$ cat src/core/wdg_status_pkg.sv
// package of register offsets, reset values, field positions and timing constants
// assumes a register access port decoded by the serial slave outside this block
package wdg_status_pkg;

    // ************************************************************
    // register offsets
    // ************************************************************
    localparam logic [7:0] ADDR_WDG_CTRL    = 8'h0b;  // bus_watchdog_ctrl
    localparam logic [7:0] ADDR_TEST_STATUS = 8'h0c;  // led_test_status
    localparam logic [7:0] ADDR_DEV_STATUS  = 8'h0d;  // device_status

    // ************************************************************
    // reset values
    // ************************************************************
    localparam logic [7:0] WDG_CTRL_RST    = 8'hff;   // monitor on, longest window
    localparam logic [7:0] TEST_STATUS_RST = 8'h00;   // no test, no errors
    localparam logic [7:0] DEV_STATUS_RST  = 8'h00;   // nothing pending

    // ************************************************************
    // field positions
    // ************************************************************
    localparam int WDG_EN_BIT      = 0;               // monitor enable
    localparam int WDG_WIN_LSB     = 1;               // window field low bit
    localparam int WDG_WIN_W       = 7;               // window field width
    localparam int TEST_BUSY_BIT   = 6;               // test in progress
    localparam int TEST_SHORT_LSB  = 3;               // short results a..c
    localparam int TEST_OPEN_LSB   = 0;               // open results a..c
    localparam int DEV_PLAY_BIT    = 6;               // animation playing
    localparam int DEV_INT_LSB     = 4;               // interrupt cause low bit
    localparam int DEV_FRAME_LSB   = 0;               // frame index low bit

    // interrupt cause encodings
    localparam logic [1:0] INT_NONE = 2'h0;           // nothing
    localparam logic [1:0] INT_POR  = 2'h1;           // power-on reset
    localparam logic [1:0] INT_BUS  = 2'h2;           // bus monitor timeout

    // ************************************************************
    // timing
    // ************************************************************
    localparam int CLK_PERIOD_NS = 100;               // mclk period
    localparam int WIN_UNIT_NS   = 256000;            // one window unit, 256 us
    localparam int WIN_UNIT_CYC  = WIN_UNIT_NS / CLK_PERIOD_NS;  // 2560 cycles

    // ************************************************************
    // carriers
    // ************************************************************
    typedef struct packed {
        logic       busy;                             // test running
        logic [2:0] shorted;                          // short found in c,b,a
        logic [2:0] opened;                           // open found in c,b,a
    } led_test_t;

    typedef struct packed {
        logic       playing;                          // animation playing
        logic [3:0] frame;                            // frame shown, 0..5
    } anim_state_t;

endpackage : wdg_status_pkg

$ cat src/core/bus_stuck_timer.sv
// deadlock timer for the serial slave: counts while the data line is held low
// assumes sda and scl samples already synchronous to mclk
`timescale 1ns/1ns
`default_nettype none

module bus_stuck_timer
    import wdg_status_pkg::*;
#(
    parameter int UNIT_CYCLES = WIN_UNIT_CYC,         // cycles per window unit
    parameter int WIN_W       = WDG_WIN_W             // window field width
) (
    input  wire logic             mclk,               // system clock
    input  wire logic             srst,               // sync reset
    input  wire logic             enable,             // monitor on
    input  wire logic [WIN_W-1:0] window_sel,         // n, window is n+1 units
    input  wire logic             sda_in,             // data line level
    input  wire logic             scl_in,             // clock line level
    output logic                  timeout             // one-cycle pulse
);

    localparam int CW = $clog2(UNIT_CYCLES);          // cycle-within-unit counter width

    // ************************************************************
    // state
    // ************************************************************
    logic             sda_prev_ff, nxt_sda_prev;      // last data sample
    logic             scl_prev_ff, nxt_scl_prev;      // last clock sample
    logic [CW-1:0]    cyc_ff, nxt_cyc;                // cycles within unit
    logic [WIN_W-1:0] unit_ff, nxt_unit;              // units elapsed
    logic             tout_ff, nxt_tout;              // timeout pulse
    logic             activity;                       // any line edge
    logic             stuck;                          // line held low, no edge

    // next-state computation
    always_comb begin
        activity     = (sda_in != sda_prev_ff) || (scl_in != scl_prev_ff);
        stuck        = enable && !sda_in && !activity;
        nxt_sda_prev = sda_in;
        nxt_scl_prev = scl_in;
        nxt_cyc      = cyc_ff;
        nxt_unit     = unit_ff;
        nxt_tout     = 1'b0;
        if (!stuck) begin
            // any activity or release restarts the window
            nxt_cyc  = '0;
            nxt_unit = '0;
        end else if (cyc_ff == CW'(UNIT_CYCLES - 1)) begin
            // one 256 us unit has passed
            nxt_cyc = '0;
            if (unit_ff >= window_sel) begin          // a window shortened mid-count ends now
                nxt_unit = '0;
                nxt_tout = 1'b1;
            end else begin
                nxt_unit = unit_ff + 1'b1;
            end
        end else begin
            nxt_cyc = cyc_ff + 1'b1;
        end
    end

    // registers
    always_ff @(posedge mclk) begin
        if (srst) begin
            sda_prev_ff <= 1'b1;
            scl_prev_ff <= 1'b1;
            cyc_ff      <= '0;
            unit_ff     <= '0;
            tout_ff     <= 1'b0;
        end else begin
            sda_prev_ff <= nxt_sda_prev;
            scl_prev_ff <= nxt_scl_prev;
            cyc_ff      <= nxt_cyc;
            unit_ff     <= nxt_unit;
            tout_ff     <= nxt_tout;
        end
    end

    assign timeout = tout_ff;
endmodule : bus_stuck_timer

`default_nettype wire

$ cat src/core/bus_watchdog_and_status_regs.sv
// status and supervision register bank of the led matrix driver
// assumes the serial slave decodes register reads and writes into one-cycle strobes,
// and that test and animation logic elsewhere supply their live state
`timescale 1ns/1ns
`default_nettype none

// Function
// - reset serial slave after stuck-low window
// - window is (n+1) units of 256 us
// - monitoring register reads all ones after reset
// - test status read only, zero after reset
// - test status bit 6 shows test running
// - bits 3..5 flag shorts in a, b, c
// - bits 0..2 flag opens in a, b, c
// - interrupt field encodes none, por, bus, both
// - status read clears interrupt bits 5:4
// - power-on cause set after every start-up
// - status bit 6 shows animation playing
// - status bits 3:0 show displayed frame
module bus_watchdog_and_status_regs
    import wdg_status_pkg::*;
#(
    parameter int UNIT_CYCLES = WIN_UNIT_CYC          // cycles per window unit
) (
    input  wire logic        mclk,                    // system clock, 10 MHz
    input  wire logic        srst,                    // sync reset, active high
    input  wire logic [7:0]  reg_addr,                // register address
    input  wire logic        reg_wr,                  // write strobe
    input  wire logic [7:0]  reg_wdata,               // write data
    input  wire logic        reg_rd,                  // read strobe
    output logic      [7:0]  reg_rdata,               // read data, registered
    input  wire logic        sda_in,                  // serial data line level
    input  wire logic        scl_in,                  // serial clock line level
    output logic             slave_reset,             // pulse resets serial slave
    input  wire led_test_t   test_in,                 // live self-test state
    input  wire anim_state_t anim_in                  // live animation state
);

    // ************************************************************
    // decode
    // ************************************************************
    logic wr_wdg;                                     // write monitoring register
    logic rd_dev;                                     // read device status

    // strobes qualified by address
    always_comb begin
        wr_wdg = reg_wr && (reg_addr == ADDR_WDG_CTRL);
        rd_dev = reg_rd && (reg_addr == ADDR_DEV_STATUS);
    end

    // ************************************************************
    // monitoring register
    // ************************************************************
    logic [7:0] wdg_ctrl_ff, nxt_wdg_ctrl;            // enable and window

    // software writes the whole byte; no other source touches it
    always_comb begin
        nxt_wdg_ctrl = wdg_ctrl_ff;
        if (wr_wdg) begin
            nxt_wdg_ctrl = reg_wdata;
        end
    end

    // holds its longest window and monitor on after reset
    always_ff @(posedge mclk) begin
        if (srst) begin
            wdg_ctrl_ff <= WDG_CTRL_RST;
        end else begin
            wdg_ctrl_ff <= nxt_wdg_ctrl;
        end
    end

    // ************************************************************
    // deadlock timer
    // ************************************************************
    logic bus_timeout;                                // one-cycle pulse

    bus_stuck_timer #(
        .UNIT_CYCLES (UNIT_CYCLES),
        .WIN_W       (WDG_WIN_W)
    ) u_timer (
        .mclk       (mclk),
        .srst       (srst),
        .enable     (wdg_ctrl_ff[WDG_EN_BIT]),
        .window_sel (wdg_ctrl_ff[WDG_WIN_LSB +: WDG_WIN_W]),
        .sda_in     (sda_in),
        .scl_in     (scl_in),
        .timeout    (bus_timeout)
    );

    // the slave interface is reset by the timer pulse itself
    assign slave_reset = bus_timeout;

    // ************************************************************
    // live status samples
    // ************************************************************
    logic [7:0] test_status_ff, nxt_test_status;      // self-test image
    logic       play_ff, nxt_play;                    // animation playing
    logic [3:0] frame_ff, nxt_frame;                  // frame shown

    // sample live state; bit 7 is unused and reads zero
    always_comb begin
        nxt_test_status                          = 8'h00;
        nxt_test_status[TEST_BUSY_BIT]           = test_in.busy;
        nxt_test_status[TEST_SHORT_LSB +: 3]     = test_in.shorted;
        nxt_test_status[TEST_OPEN_LSB +: 3]      = test_in.opened;
        nxt_play                                 = anim_in.playing;
        nxt_frame                                = anim_in.frame;
    end

    // zero after reset; writes never reach these
    always_ff @(posedge mclk) begin
        if (srst) begin
            test_status_ff <= TEST_STATUS_RST;
            play_ff        <= 1'b0;
            frame_ff       <= 4'h0;
        end else begin
            test_status_ff <= nxt_test_status;
            play_ff        <= nxt_play;
            frame_ff       <= nxt_frame;
        end
    end

    // ************************************************************
    // interrupt causes
    // ************************************************************
    logic started_ff, nxt_started;                    // first cycle after reset seen
    logic por_flag_ff, nxt_por_flag;                  // power-on cause pending
    logic bus_flag_ff, nxt_bus_flag;                  // timeout cause pending
    logic por_set;                                    // start-up event

    // sticky causes: a read clears them, a set in the same cycle wins
    always_comb begin
        nxt_started  = 1'b1;
        por_set      = !started_ff;
        nxt_por_flag = (por_flag_ff && !rd_dev) || por_set;
        nxt_bus_flag = (bus_flag_ff && !rd_dev) || bus_timeout;
    end

    // causes clear under reset; start-up marks itself once released
    always_ff @(posedge mclk) begin
        if (srst) begin
            started_ff  <= 1'b0;
            por_flag_ff <= 1'b0;
            bus_flag_ff <= 1'b0;
        end else begin
            started_ff  <= nxt_started;
            por_flag_ff <= nxt_por_flag;
            bus_flag_ff <= nxt_bus_flag;
        end
    end

    // ************************************************************
    // read path
    // ************************************************************
    logic [7:0] dev_status;                           // assembled status byte
    logic [7:0] rdata_ff, nxt_rdata;                  // read data

    // status byte; both causes together give the value both
    always_comb begin
        dev_status                    = DEV_STATUS_RST;
        dev_status[DEV_PLAY_BIT]      = play_ff;
        dev_status[DEV_INT_LSB +: 2]  = {bus_flag_ff, por_flag_ff};
        dev_status[DEV_FRAME_LSB +: 4] = frame_ff;
    end

    // read mux; unmapped addresses read zero, data holds between reads
    always_comb begin
        nxt_rdata = rdata_ff;
        if (reg_rd) begin
            case (reg_addr)
                ADDR_WDG_CTRL:    nxt_rdata = wdg_ctrl_ff;
                ADDR_TEST_STATUS: nxt_rdata = test_status_ff;
                ADDR_DEV_STATUS:  nxt_rdata = dev_status;
                default:          nxt_rdata = 8'h00;
            endcase
        end
    end

    // read data register
    always_ff @(posedge mclk) begin
        if (srst) begin
            rdata_ff <= 8'h00;
        end else begin
            rdata_ff <= nxt_rdata;
        end
    end

    assign reg_rdata = rdata_ff;
endmodule : bus_watchdog_and_status_regs

`default_nettype wire

$ cat config.mk
export PLATFORM = sky130hd
export DESIGN_NAME = bus_watchdog_and_status_regs
export DESIGN_NICKNAME = d
export VERILOG_FILES = /design/src/core/wdg_status_pkg.sv /design/src/core/bus_stuck_timer.sv /design/src/core/bus_watchdog_and_status_regs.sv
export SDC_FILE = /design/constraint.sdc
export NUM_CORES = 1
export LEC_CHECK = 0
export ABC_AREA = 1
export CAP_MARGIN = 30
export CORE_ASPECT_RATIO = 1.25
export CORE_MARGIN = 5
export CORE_UTILIZATION = 40
export CTS_BUF_LIST = sky130_fd_sc_hd__clkbuf_16
export DETAILED_ROUTE_END_ITERATION = 6
export DONT_BUFFER_PORTS = 1
export HOLD_SLACK_MARGIN = 0.08
export SLEW_MARGIN = 20
export SYNTH_ARGS = -nofsm -noshare
export SYNTH_HDL_FRONTEND = slang
export SYNTH_HIERARCHICAL = 1
export SYNTH_SLANG_ARGS = --single-unit
$ cat constraint.sdc
create_clock -name mclk -period 1.5 [get_ports mclk]
set_input_delay 0 -clock mclk [delete_from_list [all_inputs] [get_ports mclk]]
set_output_delay 0 -clock mclk [all_outputs]
set_load 0.02 [all_outputs]
==> results.txt <==
The run finished with clean final reports. STA classifies the critical path endpoint as a flip-flop. The detailed router's first-iteration violation count is 82.

The leakage dissipation is around 1.5 nW. The number of setup violations in the final report is 0. The number of cells after detailed placement came out at 433.

The number of top-level pins is 43. The worst slack at placement is 0.0900 ns. Relative to the synthesized area, the layout overhead comes to 29.7%. The number of inserted diodes is 0. The post-synthesis area per instance is 7.36 um^2. The layer flagged by global routing as most heavily used is met2. In this run the most critical hold path is launched from reg_addr[0]. The CTS root buffer is sky130_fd_sc_hd__clkbuf_16.

The first detailed-routing pass ran for 4 iterations. The clock tree from TritonCTS is yes. The count of synthesis-stage warnings from yosys is 6. The congestion estimate from routability-driven global placement came to between 0.7 and 0.8. The dominant cell type by count on the critical path is sky130_fd_sc_hd__dlygate4sd3_1. The number of antenna violations at the first check in global routing is 0.

The biggest area contributor in the post-synthesis netlist is sky130_fd_sc_hd__dfxtp_1. The number of nets in the synthesized netlist is roughly 390. In this run the worst hold path is classified as in2reg. The overall routing resource usage is 15.5%. The cell depth of the worst hold path is 5.

The number of endpoints with negative hold slack in the final report is 0. The first global-routing pass estimated 9880 um of wire. The die covers 8070 um^2.

The cell count of the worst reg-to-reg path is 5. The final max-slew violation count came out at 0. The highest ir drop seen on vdd is approximately 540 uV. The detail-routed net length per standard cell came out at approximately 12 um. After detailed routing, the number of remaining DRC violations is 0. The minimum setup slack in the final design came out at 0.0990 ns.

The routing usage on met3 came out at between 2 and 3%. The cell area after synthesis is around 2500 um^2. The maximum achievable frequency came out at just over 700 MHz. The share of the Yosys chip area taken by registers is a little over two fifths. The number of global-route vias before repair is approximately 2200.

The register bit count reported by yosys came out at 53. The worst register-to-register path begins at wdg_ctrl_ff[2]. STA puts the critical path data arrival time at 1.57 ns.

The worst setup path is launched from an input port. Setup repair after global routing left no endpoint under its margin. The required time of the worst setup path is 1.67 ns. The normalized max-slew margin is 75.8%. The worst register-to-register path ends at reg_rdata[2]. Among all stages on the critical path, the largest delay is contributed by sky130_fd_sc_hd__dlygate4sd3_1. After layout, the minimum clock period comes to roughly 1.4 ns. The height of the die is 99.2 um.

In this run the register-to-register setup slack is about 0.14 ns. The wire length after detailed routing is approximately 5800 um. The later pin in the worst-skew pair is clocked with a latency of 0.28 ns. The floorplan die width came out at 81.4 um. The longest clock path from root to sink contains 2 buffers.

The detailed placement HPWL is approximately 4000 um. The fraction of synthesized cell area taken by the top area cell type is 41.7%. The met2 demand-to-capacity share in global routing came out at between 20 and 30%. The number of setup buffers added after CTS is 0. For this design, the sink count on the clock tree is 53. The post-route antenna net violation count is 0.

The met1 capacity usage during global routing is between 10% and 20%. The clock input transition at the sequential cells of the worst setup and hold paths is roughly 0.070 ns. The count of vias placed by the detailed router came out at ~2200. The number of placement rows came out at 32.

The worst-margin pin slew came out at ~0.36 ns. For this run, the share of the core covered by cells in the final layout is between 50 and 60%. After floorplanning, the core was sized to cover around 6200 um^2. Excluding fillers, the count of instances in the completed layout stands at a little under 500. The setup clock skew after layout is 0.00516 ns. The largest fanout of any net on the critical path came out at 9.

For this run, the slowest stage of the critical path takes about 0.59 ns. The critical path goes through dlygate4sd3_1 > nand2_4 > clkinv_4 > nand2_1 > dlygate4sd3_1 > nand3_1. The maximum number of pins on one net before global-route repair came out at 19. The terminating pin of the worst hold path is reg_rdata[7]. The fraction of layout cells with a size suffix above 1 came out at 14.0%. By startpoint and endpoint, the worst setup path is classified as in2reg. The number of clock buffers inserted by TritonCTS is 5. The power density relative to cell area is a little under 900 nW/um^2. The share of the clock period used by the worst path after layout is about 93%. The setup TNS is 0 ns. The tool flagged a number of max-cap violations equal to 0. The H-tree was split into 2 levels.

In the synthesized netlist, the number of instances is between 300 and 400. In the post-synthesis netlist, the biggest area contributors are sky130_fd_sc_hd__dfxtp_1 (42%), sky130_fd_sc_hd__nand2_1 (12%), sky130_fd_sc_hd__nand3_1 (10%), sky130_fd_sc_hd__inv_1 (7.4%), sky130_fd_sc_hd__nor2_1 (5.5%). Hold is met by between 0.15 and 0.2 ns. Dividing the detail-routed via count by the number of cells gives roughly 4.6. The final layout contains 441 nets.

The total overflow reported by the global router is 0. In this run, distinct cell masters in the synthesized netlist total 29. The count of port buffers added during placement is 0.

For this configuration, the core starts out at a cell density of approximately two fifths.
-- cells in the mapped netlist, drive strengths merged --
cell type / number
nand3: 51
a21o: 1
dfxtp: 53
inv: 50
o21ai: 4
nor3: 3
nor2: 47
and3: 1
ha: 9
clkinv: 3
or2: 2
clkbuf: 1
xor2: 5
buf: 5
nand4: 6
nand2: 88
and2: 1
a21oi: 16
-- placed cells by master (no fill, tap or decap), drive strengths merged --
cell,synthesis,final
a21o,1,1
a21oi,16,16
and2,1,1
and3,1,1
buf,5,8
bufinv,0,1
clkbuf,1,5
clkinv,3,4
dfxtp,53,53
dlygate4sd3,0,42
ha,9,9
inv,50,51
nand2,88,88
nand3,51,51
nand4,6,6
nor2,47,48
nor3,3,3
o21ai,4,4
or2,2,2
xor2,5,5
-- kinds of logic (layout without fill, tap and decap cells) --
kind of cell               Yosys count  count (layout)  synth area share [%]
buffers and inverters               59             111                  9.88
DFF                                 53              53                  41.7
AOI/OAI and AO/OA                   21              21                  5.70
adders and majority gates            9               9                  4.42
and+or+nand+nor                    199             200                  36.6
xor gates and xnor gates             5               5                  1.72
-- stage by stage --
step | total power (W) | cell area (um^2)
after global routing | 0.00295 | 3300
after floorplan | 0.00154 | 2550
final | 0.00285 | 3300
after detailed placement | 0.00155 | 2670
after global placement | 0.00154 | 2670
after CTS | 0.00288 | 3250
-- how the worst max path moves through the flow --
| stage | to | slack (ns) | cells past startpoint | from |
|---|---|---|---|---|
| 2_1_floorplan | u_timer/unit_ff[0] | 0.18 | 8 | u_timer/cyc_ff[0] |
| 3_3_place_gp | u_timer/unit_ff[2] | 0.13 | 8 | u_timer/cyc_ff[0] |
| 3_5_place_dp | u_timer/unit_ff[2] | 0.09 | 8 | u_timer/cyc_ff[0] |
| 4_1_cts | u_timer/cyc_ff[2] | 0.004 | 5 | srst |
| 5_1_grt | u_timer/unit_ff[1] | 0.004 | 9 | u_timer/cyc_ff[1] |
| 6_report | wdg_ctrl_ff[2] | 0.1 | 6 | reg_wr |
-- state kept, by name, summed over array words and instances (netlist names), 4 cells and up --
register         cells
u_timer/cyc_ff      12
test_status_ff       7
reg_rdata            8
wdg_ctrl_ff          8
frame_ff             4
u_timer/unit_ff      7
-- report_power, final --
part / internal [W] / switching [W] / total [W]
clock: 0.000784 / 0.000494 / 0.00128
combinational: 0.0000690 / 0.0000625 / 0.000131
sequential: 0.00143 / 0.0000112 / 0.00144
total: 0.00229 / 0.000568 / 0.00285
-- per-layer routing --
layer	share of wire (%)	vias to the layer above	routed length, um
met5	0	-	0
met4	2.1	0	124
met3	4.4	10	256
met2	52	44	2990
met1	42	994	2410
li1	-	1189	-
-- cell type report --
type                    count  area [um^2]
repair buffers             50          480
clock buffers               5          125
well taps                  85          106
multi-input cells         235         1280
inverters                  53          204
clock inverters             3         42.5
fillers                   574         2900
flip-flops and latches     53         1070
-- critical path, delay by kind of cell --
family	cells	cell delay, ns
buffers and inverters	3	1.25
AND/OR/NAND/NOR	3	0.30
-- what timing repair did --
item | 4_1_cts | 5_1_grt
hold buffers | 42 | 0
hold endpoints to repair | 33 | 0
gates resized for setup | 0 | 13
setup endpoints to repair | 0 | 18
(Power assumes the default switching activity.)
